[src/shared/ldl_defs.vh]
// Register map, field positions, reset values and clocking constants of the diagnostics block
`ifndef LDL_DEFS_VH
`define LDL_DEFS_VH
// ----------------------------------------------------------------
// Register byte addresses (printed offsets are indices)
// ----------------------------------------------------------------
`define LDL_IDX_IRQ_RX      8'h08
`define LDL_IDX_IRQ_TX      8'h09
`define LDL_IDX_DIAG        8'h0A
`define LDL_IDX_TIMING      8'h07
`define LDL_ADDR_IRQ_RX     8'h20
`define LDL_ADDR_IRQ_TX     8'h24
`define LDL_ADDR_DIAG       8'h28
`define LDL_ADDR_TIMING     8'h1C
// ----------------------------------------------------------------
// Diagnostics register fields
// ----------------------------------------------------------------
`define LDL_DIAG_PAYLOAD_LOOPBACK_EN      5
`define LDL_DIAG_LINE_LOOPBACK_EN     4
`define LDL_DIAG_METLB      3
`define LDL_DIAG_DIGLB      2
`define LDL_DIAG_MIMIC      1
`define LDL_DIAG_SUPP       0
`define LDL_DIAG_RESET      6'h00
// ----------------------------------------------------------------
// Timing options register fields (own layout)
// ----------------------------------------------------------------
`define LDL_TO_SMOOTH       0
`define LDL_TO_SRCSEL       1
`define LDL_TO_PLL_LO       2
`define LDL_TO_PLL_HI       3
`define LDL_TO_OCS_LO       4
`define LDL_TO_OCS_HI       5
`define LDL_TO_XRATE        6
`define LDL_TO_HSBP         7
`define LDL_TO_RESET        8'h00
`define LDL_IRQ_RX_W        7
`define LDL_IRQ_TX_W        6
`define LDL_SMOOTH_DIV      3'h7
`define LDL_AXI_OKAY        2'b00
`define LDL_AXI_SLVERR      2'b10
`endif

[src/ldl_diag_core.v]
// Diagnostics, loopback routing, interrupt source and transmit timing options block
//
// Design decision made here: the AXI4-Lite register port.
`timescale 1ns/1ps
`include "ldl_defs.vh"
module ldl_diag_core (
  input  wire        clk,
  input  wire        rst_n,
  // AXI4-Lite slave
  input  wire [7:0]  s_axi_awaddr,
  input  wire        s_axi_awvalid,
  output reg         s_axi_awready,
  input  wire [31:0] s_axi_wdata,
  input  wire [3:0]  s_axi_wstrb,
  input  wire        s_axi_wvalid,
  output reg         s_axi_wready,
  output reg  [1:0]  s_axi_bresp,
  output reg         s_axi_bvalid,
  input  wire        s_axi_bready,
  input  wire [7:0]  s_axi_araddr,
  input  wire        s_axi_arvalid,
  output reg         s_axi_arready,
  output reg  [31:0] s_axi_rdata,
  output reg  [1:0]  s_axi_rresp,
  output reg         s_axi_rvalid,
  input  wire        s_axi_rready,
  // Interrupt requests of the internal blocks (asynchronous levels)
  input  wire [6:0]  rxBlockIrq,
  input  wire [5:0]  txBlockIrq,
  // Clock sources, sampled on clk
  input  wire        txClockIn,
  input  wire        masterClockIn,
  input  wire        txClockInternal,
  input  wire        smoothClockJitter,
  // Datapath sources
  input  wire        backplaneTxData,
  input  wire        elasticStoreOut,
  input  wire        rxPcmData,
  input  wire        recoveredPos,
  input  wire        recoveredNeg,
  input  wire        txDataPos,
  input  wire        txDataNeg,
  input  wire        jitterRzPos,
  input  wire        jitterRzNeg,
  input  wire        slicerPos,
  input  wire        slicerNeg,
  input  wire        slicedTxPos,
  input  wire        slicedTxNeg,
  input  wire        framingBitSlot,
  input  wire        frameBitOneSlot,
  input  wire        xmitBitIn,
  // Outputs
  output reg         txClockOut,
  output reg         interruptOutN,
  output reg         xmitDataSelOut,
  output reg         backplaneRxPcm,
  output reg         jitterInPos,
  output reg         jitterInNeg,
  output reg         cdrInPos,
  output reg         cdrInNeg,
  output reg         basicTxOut,
  output reg         elasticTxAlign,
  output reg  [7:0]  timingOptions
);

  // ------------------------------------------------------------
  // Input synchronisers (two flops)
  // ------------------------------------------------------------
  reg [25:0] sync1_q;
  reg [25:0] sync2_q;
  wire [25:0] rawIn = {rxBlockIrq, txBlockIrq, txClockIn, masterClockIn, txClockInternal, smoothClockJitter,
                       backplaneTxData, elasticStoreOut, rxPcmData, recoveredPos, recoveredNeg,
                       jitterRzPos, jitterRzNeg, slicedTxPos, slicedTxNeg};
  always @(posedge clk) begin
    sync1_q <= rawIn;
    sync2_q <= sync1_q;
  end
  wire [6:0] rxIrqS   = sync2_q[25:19];
  wire [5:0] txIrqS   = sync2_q[18:13];
  wire       tclkInS  = sync2_q[12];
  wire       mclkInS  = sync2_q[11];
  wire       tclkIntS = sync2_q[10];
  wire       smoothS  = sync2_q[9];
  wire       btDataS  = sync2_q[8];
  wire       elstS    = sync2_q[7];
  wire       rxPcmS   = sync2_q[6];
  wire       recPosS  = sync2_q[5];
  wire       recNegS  = sync2_q[4];
  wire       jatPosS  = sync2_q[3];
  wire       jatNegS  = sync2_q[2];
  wire       sltPosS  = sync2_q[1];
  wire       sltNegS  = sync2_q[0];

  // ------------------------------------------------------------
  // Registers
  // ------------------------------------------------------------
  reg [5:0] diag_q;
  reg [7:0] timing_q;
  wire payload_loopback_en  = diag_q[`LDL_DIAG_PAYLOAD_LOOPBACK_EN];
  wire line_loopback_en = diag_q[`LDL_DIAG_LINE_LOOPBACK_EN];
  wire metLb  = diag_q[`LDL_DIAG_METLB];
  wire digLb  = diag_q[`LDL_DIAG_DIGLB];
  wire mimic  = diag_q[`LDL_DIAG_MIMIC];
  wire supp   = diag_q[`LDL_DIAG_SUPP];

  // AXI write path: address and data taken in either order
  reg       awHeld_q;
  reg       wHeld_q;
  reg [7:0] awAddr_q;
  reg [31:0] wData_q;
  reg [3:0] wStrb_q;
  wire awTake = s_axi_awvalid & s_axi_awready;
  wire wTake  = s_axi_wvalid & s_axi_wready;
  wire haveAw = awHeld_q | awTake;
  wire haveW  = wHeld_q | wTake;
  wire [7:0]  wrAddr = awHeld_q ? awAddr_q : s_axi_awaddr;
  wire [31:0] wrData = wHeld_q ? wData_q : s_axi_wdata;
  wire [3:0]  wrStrb = wHeld_q ? wStrb_q : s_axi_wstrb;
  wire doWrite = haveAw & haveW & ~s_axi_bvalid;
  wire [7:0] wrIdx = {2'b00, wrAddr[7:2]};
  wire wrDiag  = doWrite & (wrIdx == `LDL_IDX_DIAG) & wrStrb[0];
  wire wrTime  = doWrite & (wrIdx == `LDL_IDX_TIMING) & wrStrb[0];
  wire wrMapped = (wrIdx == `LDL_IDX_DIAG) | (wrIdx == `LDL_IDX_TIMING) |
                  (wrIdx == `LDL_IDX_IRQ_RX) | (wrIdx == `LDL_IDX_IRQ_TX);

  // Write channel handshake and register storage
  always @(posedge clk) begin
    if (!rst_n) begin
      awHeld_q      <= 1'b0;
      wHeld_q       <= 1'b0;
      awAddr_q      <= 8'h00;
      wData_q       <= 32'h0000_0000;
      wStrb_q       <= 4'h0;
      s_axi_awready <= 1'b0;
      s_axi_wready  <= 1'b0;
      s_axi_bvalid  <= 1'b0;
      s_axi_bresp   <= `LDL_AXI_OKAY;
      diag_q        <= `LDL_DIAG_RESET;
      timing_q      <= `LDL_TO_RESET;
    end else begin
      if (awTake) begin
        awAddr_q <= s_axi_awaddr;
      end
      if (wTake) begin
        wData_q <= s_axi_wdata;
        wStrb_q <= s_axi_wstrb;
      end
      if (doWrite) begin
        awHeld_q     <= 1'b0;
        wHeld_q      <= 1'b0;
        s_axi_bvalid <= 1'b1;
        s_axi_bresp  <= wrMapped ? `LDL_AXI_OKAY : `LDL_AXI_SLVERR;
      end else begin
        awHeld_q <= haveAw;
        wHeld_q  <= haveW;
        if (s_axi_bvalid & s_axi_bready) begin
          s_axi_bvalid <= 1'b0;
        end
      end
      s_axi_awready <= ~haveAw & ~s_axi_awready & ~s_axi_bvalid;
      s_axi_wready  <= ~haveW & ~s_axi_wready & ~s_axi_bvalid;
      if (wrDiag) begin
        diag_q <= wrData[5:0];
      end
      if (wrTime) begin
        timing_q <= wrData[7:0];
      end
    end
  end

  // Read path; source registers are pure views, reading clears nothing
  reg [7:0] rdByte;
  reg       rdOk;
  always @* begin
    rdOk = 1'b1;
    case ({2'b00, s_axi_araddr[7:2]})
      `LDL_IDX_IRQ_RX: rdByte = {1'b0, rxIrqS};
      `LDL_IDX_IRQ_TX: rdByte = {2'b00, txIrqS};
      `LDL_IDX_DIAG:   rdByte = {2'b00, diag_q};
      `LDL_IDX_TIMING: rdByte = timing_q;
      default: begin
        rdByte = 8'h00;
        rdOk   = 1'b0;
      end
    endcase
  end

  // Read channel handshake
  always @(posedge clk) begin
    if (!rst_n) begin
      s_axi_arready <= 1'b0;
      s_axi_rvalid  <= 1'b0;
      s_axi_rdata   <= 32'h0000_0000;
      s_axi_rresp   <= `LDL_AXI_OKAY;
    end else begin
      s_axi_arready <= ~s_axi_arready & ~s_axi_rvalid & s_axi_arvalid;
      if (s_axi_arvalid & s_axi_arready) begin
        s_axi_rvalid <= 1'b1;
        s_axi_rdata  <= {24'h00_0000, rdByte};
        s_axi_rresp  <= rdOk ? `LDL_AXI_OKAY : `LDL_AXI_SLVERR;
      end else if (s_axi_rvalid & s_axi_rready) begin
        s_axi_rvalid <= 1'b0;
      end
    end
  end

  // ------------------------------------------------------------
  // Transmit clock output selection
  // ------------------------------------------------------------
  reg [2:0] div_q;
  reg       srcPrev_q;
  wire      ocsHi  = timing_q[`LDL_TO_OCS_HI];
  wire      ocsLo  = timing_q[`LDL_TO_OCS_LO];
  wire      srcSel = timing_q[`LDL_TO_SRCSEL];
  wire      smo    = timing_q[`LDL_TO_SMOOTH];
  wire      divSrc = srcSel ? mclkInS : tclkInS;
  wire      divRise = divSrc & ~srcPrev_q;
  always @(posedge clk) begin
    if (!rst_n) begin
      div_q      <= 3'h0;
      srcPrev_q  <= 1'b0;
      txClockOut <= 1'b0;
    end else begin
      srcPrev_q <= divSrc;
      if (divRise) begin
        div_q <= div_q + 3'h1;
      end
      if (ocsHi) begin
        txClockOut <= tclkIntS;                          // Internal transmit clock
      end else if (ocsLo) begin
        txClockOut <= tclkInS;
      end else if (smo) begin
        txClockOut <= div_q[2];
      end else begin
        txClockOut <= smoothS;
      end
    end
  end

  // ------------------------------------------------------------
  // Loopback routing and transmitter shaping
  // ------------------------------------------------------------
  always @(posedge clk) begin
    if (!rst_n) begin
      interruptOutN  <= 1'b1;
      xmitDataSelOut <= 1'b0;
      backplaneRxPcm <= 1'b1;
      jitterInPos    <= 1'b0;
      jitterInNeg    <= 1'b0;
      cdrInPos       <= 1'b0;
      cdrInNeg       <= 1'b0;
      basicTxOut     <= 1'b0;
      elasticTxAlign <= 1'b0;
      timingOptions  <= `LDL_TO_RESET;
    end else begin
      interruptOutN  <= ~(|rxIrqS | |txIrqS);
      xmitDataSelOut <= payload_loopback_en ? elstS : btDataS;
      elasticTxAlign <= payload_loopback_en;
      backplaneRxPcm <= payload_loopback_en ? 1'b1 : rxPcmS;
      jitterInPos    <= line_loopback_en ? recPosS : txDataPos;
      jitterInNeg    <= line_loopback_en ? recNegS : txDataNeg;
      if (digLb) begin
        cdrInPos <= jatPosS;
        cdrInNeg <= jatNegS;
      end else if (metLb) begin
        cdrInPos <= sltPosS;
        cdrInNeg <= sltNegS;
      end else begin
        cdrInPos <= slicerPos;
        cdrInNeg <= slicerNeg;
      end
      if (supp) begin
        basicTxOut <= 1'b0;
      end else if (mimic & frameBitOneSlot) begin
        basicTxOut <= framingBitSlot;
      end else begin
        basicTxOut <= xmitBitIn;
      end
      timingOptions <= timing_q;
    end
  end

endmodule

[config.mk]
export PLATFORM = sky130hd
export DESIGN_NAME = ldl_diag_core
export DESIGN_NICKNAME = d
export VERILOG_FILES = /design/src/ldl_diag_core.v
export VERILOG_INCLUDE_DIRS = /design/src /design/src/shared
export SDC_FILE = /design/constraint.sdc
export NUM_CORES = 1
export LEC_CHECK = 0
export BUFFER_PORTS_ARGS = -buffer_cell sky130_fd_sc_hd__buf_2
export CORE_MARGIN = 1
export CORE_UTILIZATION = 50
export DETAILED_ROUTE_END_ITERATION = 6
export PLACE_DENSITY = 0.85
export RECOVER_POWER = 25
export SLEW_MARGIN = 20
export SYNTH_ARGS = -nofsm -noshare
export SYNTH_HDL_FRONTEND = slang
export SYNTH_SLANG_ARGS = --single-unit
[constraint.sdc]
create_clock -name clk -period 5.8 [get_ports clk]
set_clock_uncertainty 0.15 [all_clocks]
set_input_delay 1.16 -clock clk [delete_from_list [all_inputs] [get_ports clk]]
set_output_delay 1.16 -clock clk [all_outputs]
set_load 0.01 [all_outputs]
==> results.md <==
* Final net count at 583
* Sequential area share after synthesis at 57.1%
* Starting Density at 51.4%
* Final Total Pwr at 0.00200 W
* Switching part of the total at 22.7%
* Postcts setup bufs at 0
* Die Span Y at 93.7 um
* Asr flop ratio synth at 0%
* Worst slew pin tran at 0.902 ns
* Post-synth top area cell: dfxtp_1
* Vias in the first global route at 2749
* Power Density at 385 nW/um2
* Min-Delay Path Class: flip-flop to flip-flop
* Setup crit start kind: input port
* Placer Congestion at 0.781
* Antenna Cells at 0
* H-tree Lvls at 4
* Post-route clock period utilization at 46.0%
* WP data arrival at 2.91 ns
* Syn. warnings at 0
* Max_cap viols at 0
* Final min period at 2.67 ns
* Combinational power share at 5.4%
* Synth-to-Final Area Change at 23.4%
* I/O Buffers at 93
* Sink Count at 120
* Setup TNS at 0 ns
* Vias per cell at 4.96
* Die Area at 8780 um2
* Dpl cell area at 4600 um2
* Row count at 33
* Routed length per instance at 14.0 um
* Clk pwr share at 50.5%
* FF+latch area at 2400 um2
* Final Max Tran Viols at 0
* Clk_lat worst skew at 0.51 ns
* Layout cells sized above 1 at 28.8%
* RSZ-0062 raised after global routing: no
* CTS resizes at 0
* Cell Area, Synth at 4210 um2
* Top-level port count at 151
* Final instance area at 5190 um2
* Initial antenna violation count at 0
* 1st-iter DRT viols at 176
* Critical Path RT at 6.05 ns
* Pint at 0.00154 W
* DR vias at 3016
* DRC at 0
* Netlist cell types at 49
* DP HPWL at 5.97 mm
* Synth Register Bits at 120
* Core area at 8180 um2
* Crit-path max FO at 11
* WL final at 8.54 mm
* Sequential Power Share at 44.1%
* CTS root buffer: clkbuf_8
* Slew margin rel. at 39.4%
* Drt first pass iters at 4
* Syn_area_per_cell at 10.6 um2
* Largest cells by area after synthesis: dfxtp_1, mux2i_1, buf_4, nand2_1, a21oi_1
* First-pass GRT wire length at 13.1 mm
* Status: finished, final reports clean
* Worst Setup End Kind: flip-flop
* Top-area cell type share of the netlist area at 57.1%
* Peak supply drop at 0.229 mV
* Pin count of the biggest net entering global routing at 27
* Post-synth EDFFs at 0
* Final Hold Fails at 0
* Fillers at 629
* CP peak stage delay at 0.76 ns
* Num CTS Buffers at 17
* GRT Total Usage at 20.3%
* Footprint of the multi-input gates at 1560 um2
* CP max stage cell: or4_1
* Fmax at 375 MHz
* Clock Path Buffers at 2
* CTS tree: built
* Cells along the critical path: buf_2, and2_1, o21bai_4, or4_1, mux2_4
* Lkg Pwr at 2.34 nW
* CTS Hold Bufs at 0
* Post-synth top flop: dfxtp_1
* DRT antenna net count at 0
* Switching power at 0.000455 W
* Mapped Cells at 395
* Grt total ovfl at 0
* Final setup violation count at 0
* WS Path Type: input port to flip-flop
* Clk slew on worst S/H paths at 0.06 ns
* Die W at 93.7 um
* Final core utilization at 63.5%
power groups by stage:
stage / combinational, W / clock (W) / sequential, W
finish: 0.000108 / 0.00101 / 0.000882
global route: 0.000119 / 0.00107 / 0.000886
CTS: 0.000108 / 0.00103 / 0.000882
detailed placement: 0.000107 / 0 / 0.000899
global placement: 0.000103 / 0 / 0.000897
floorplan: 0.0000838 / 0 / 0.000893
critical path: cells and delay by family:
family	cells	cell delay (ns)
muxes	1	0.38
AOI/OAI and AO/OA	1	0.12
and+or+nand+nor	2	1.17
buffers and inverters	1	0.08
layout by cell type, fill, tap and decap left out, types with 2 or more instances in the layout:
cell and instances:
a2111oi_0 2, a21oi_1 24, a221oi_2 4, a22oi_1 4, and2_1 6, and4bb_1 2
buf_2 93, bufinv_16 2, clkbuf_16 16, clkbuf_8 3, clkinv_2 2, clkinv_4 3
clkinvlp_4 3, conb_1 26, dfxtp_1 120, inv_1 9, inv_6 3, mux2_2 7
mux2_4 2, mux2i_1 30, nand2_1 56, nand2b_1 3, nand3_1 7, nand3b_1 2
nor2_1 23, nor3_1 11, nor3b_1 2, nor4_1 3, nor4b_1 2, o21ai_0 4
o22ai_1 2, o31a_1 4, or4_1 2, xnor2_1 2
flip-flops by register name, summed over array words and instances (netlist names), 3 cells and up:
signal         flops
diag_q             6
awAddr_q           6
timing_q           8
wData_q            8
s_axi_rdata        8
sync1_q           26
timingOptions      8
sync2_q           26
div_q              3
path summary, 6_finish.rpt:
check	from	end	slack [ns]	cells after the start
setup / recovery	s_axi_wvalid	timing_q[7]	3.13	5
hold / removal	sync1_q[8]	sync2_q[8]	0.18	0
setup reg to reg	awHeld_q	timing_q[7]	3.46	4
hold reg to reg	sync1_q[8]	sync2_q[8]	0.18	0
layer usage:
layer	vias up	GRT usage, %	routed length, um
li1	1504	-	-
met1	1400	24.0	3750
met2	104	32.5	4200
met3	8	8.01	484
met4	0	8.72	103
met5	-	0	0
kinds of logic (layout without fill, tap and decap cells):
kind of cell / Yosys count / after routing / synth area share, %
xor+xnor: 2 / 2 / 0.417
fa+ha+maj: 1 / 1 / 0.297
flops: 120 / 120 / 57.1
other cells: 1 / 26 / 0.0892
compound gates: 52 / 52 / 8.81
mux: 39 / 39 / 9.73
simple gates: 128 / 128 / 15.6
buf+inv: 52 / 135 / 7.97
stage by stage:
step                worst slack, ns  std cells  hold WS [ns]
CTS                            3.15        608         0.175
floorplan                      3.10        420         0.160
global route                   3.07        608         0.181
global placement               2.62        576         0.160
detailed placement             2.61        576         0.162
finish                         3.13        608         0.176
cells in the mapped netlist (3+ instances only):
| master | count |
|---|---|
| nor3_1 | 11 |
| buf_6 | 3 |
| buf_4 | 31 |
| nand3_1 | 7 |
| a221oi_2 | 4 |
| nand2b_1 | 3 |
| nor2_1 | 23 |
| o31a_1 | 4 |
| nand2_1 | 56 |
| and2_1 | 6 |
| clkbuf_1 | 6 |
| mux2i_1 | 30 |
| nor4_1 | 3 |
| o21ai_0 | 4 |
| a22oi_1 | 4 |
| mux2_2 | 7 |
| dfxtp_1 | 120 |
| inv_1 | 9 |
| a21oi_1 | 24 |
cell type report:
| cell class | instances | area share [%] |
|---|---|---|
| tap | 105 | 2.53 |
| clock inverter | 13 | 2.80 |
| clock buffer | 19 | 8.51 |
| multi-input combinational | 248 | 30.1 |
| sequential | 120 | 46.3 |
| timing repair buffer | 94 | 9.12 |
| inverter | 9 | 0.651 |
Note: power is estimated with default switching activity, not from simulation.
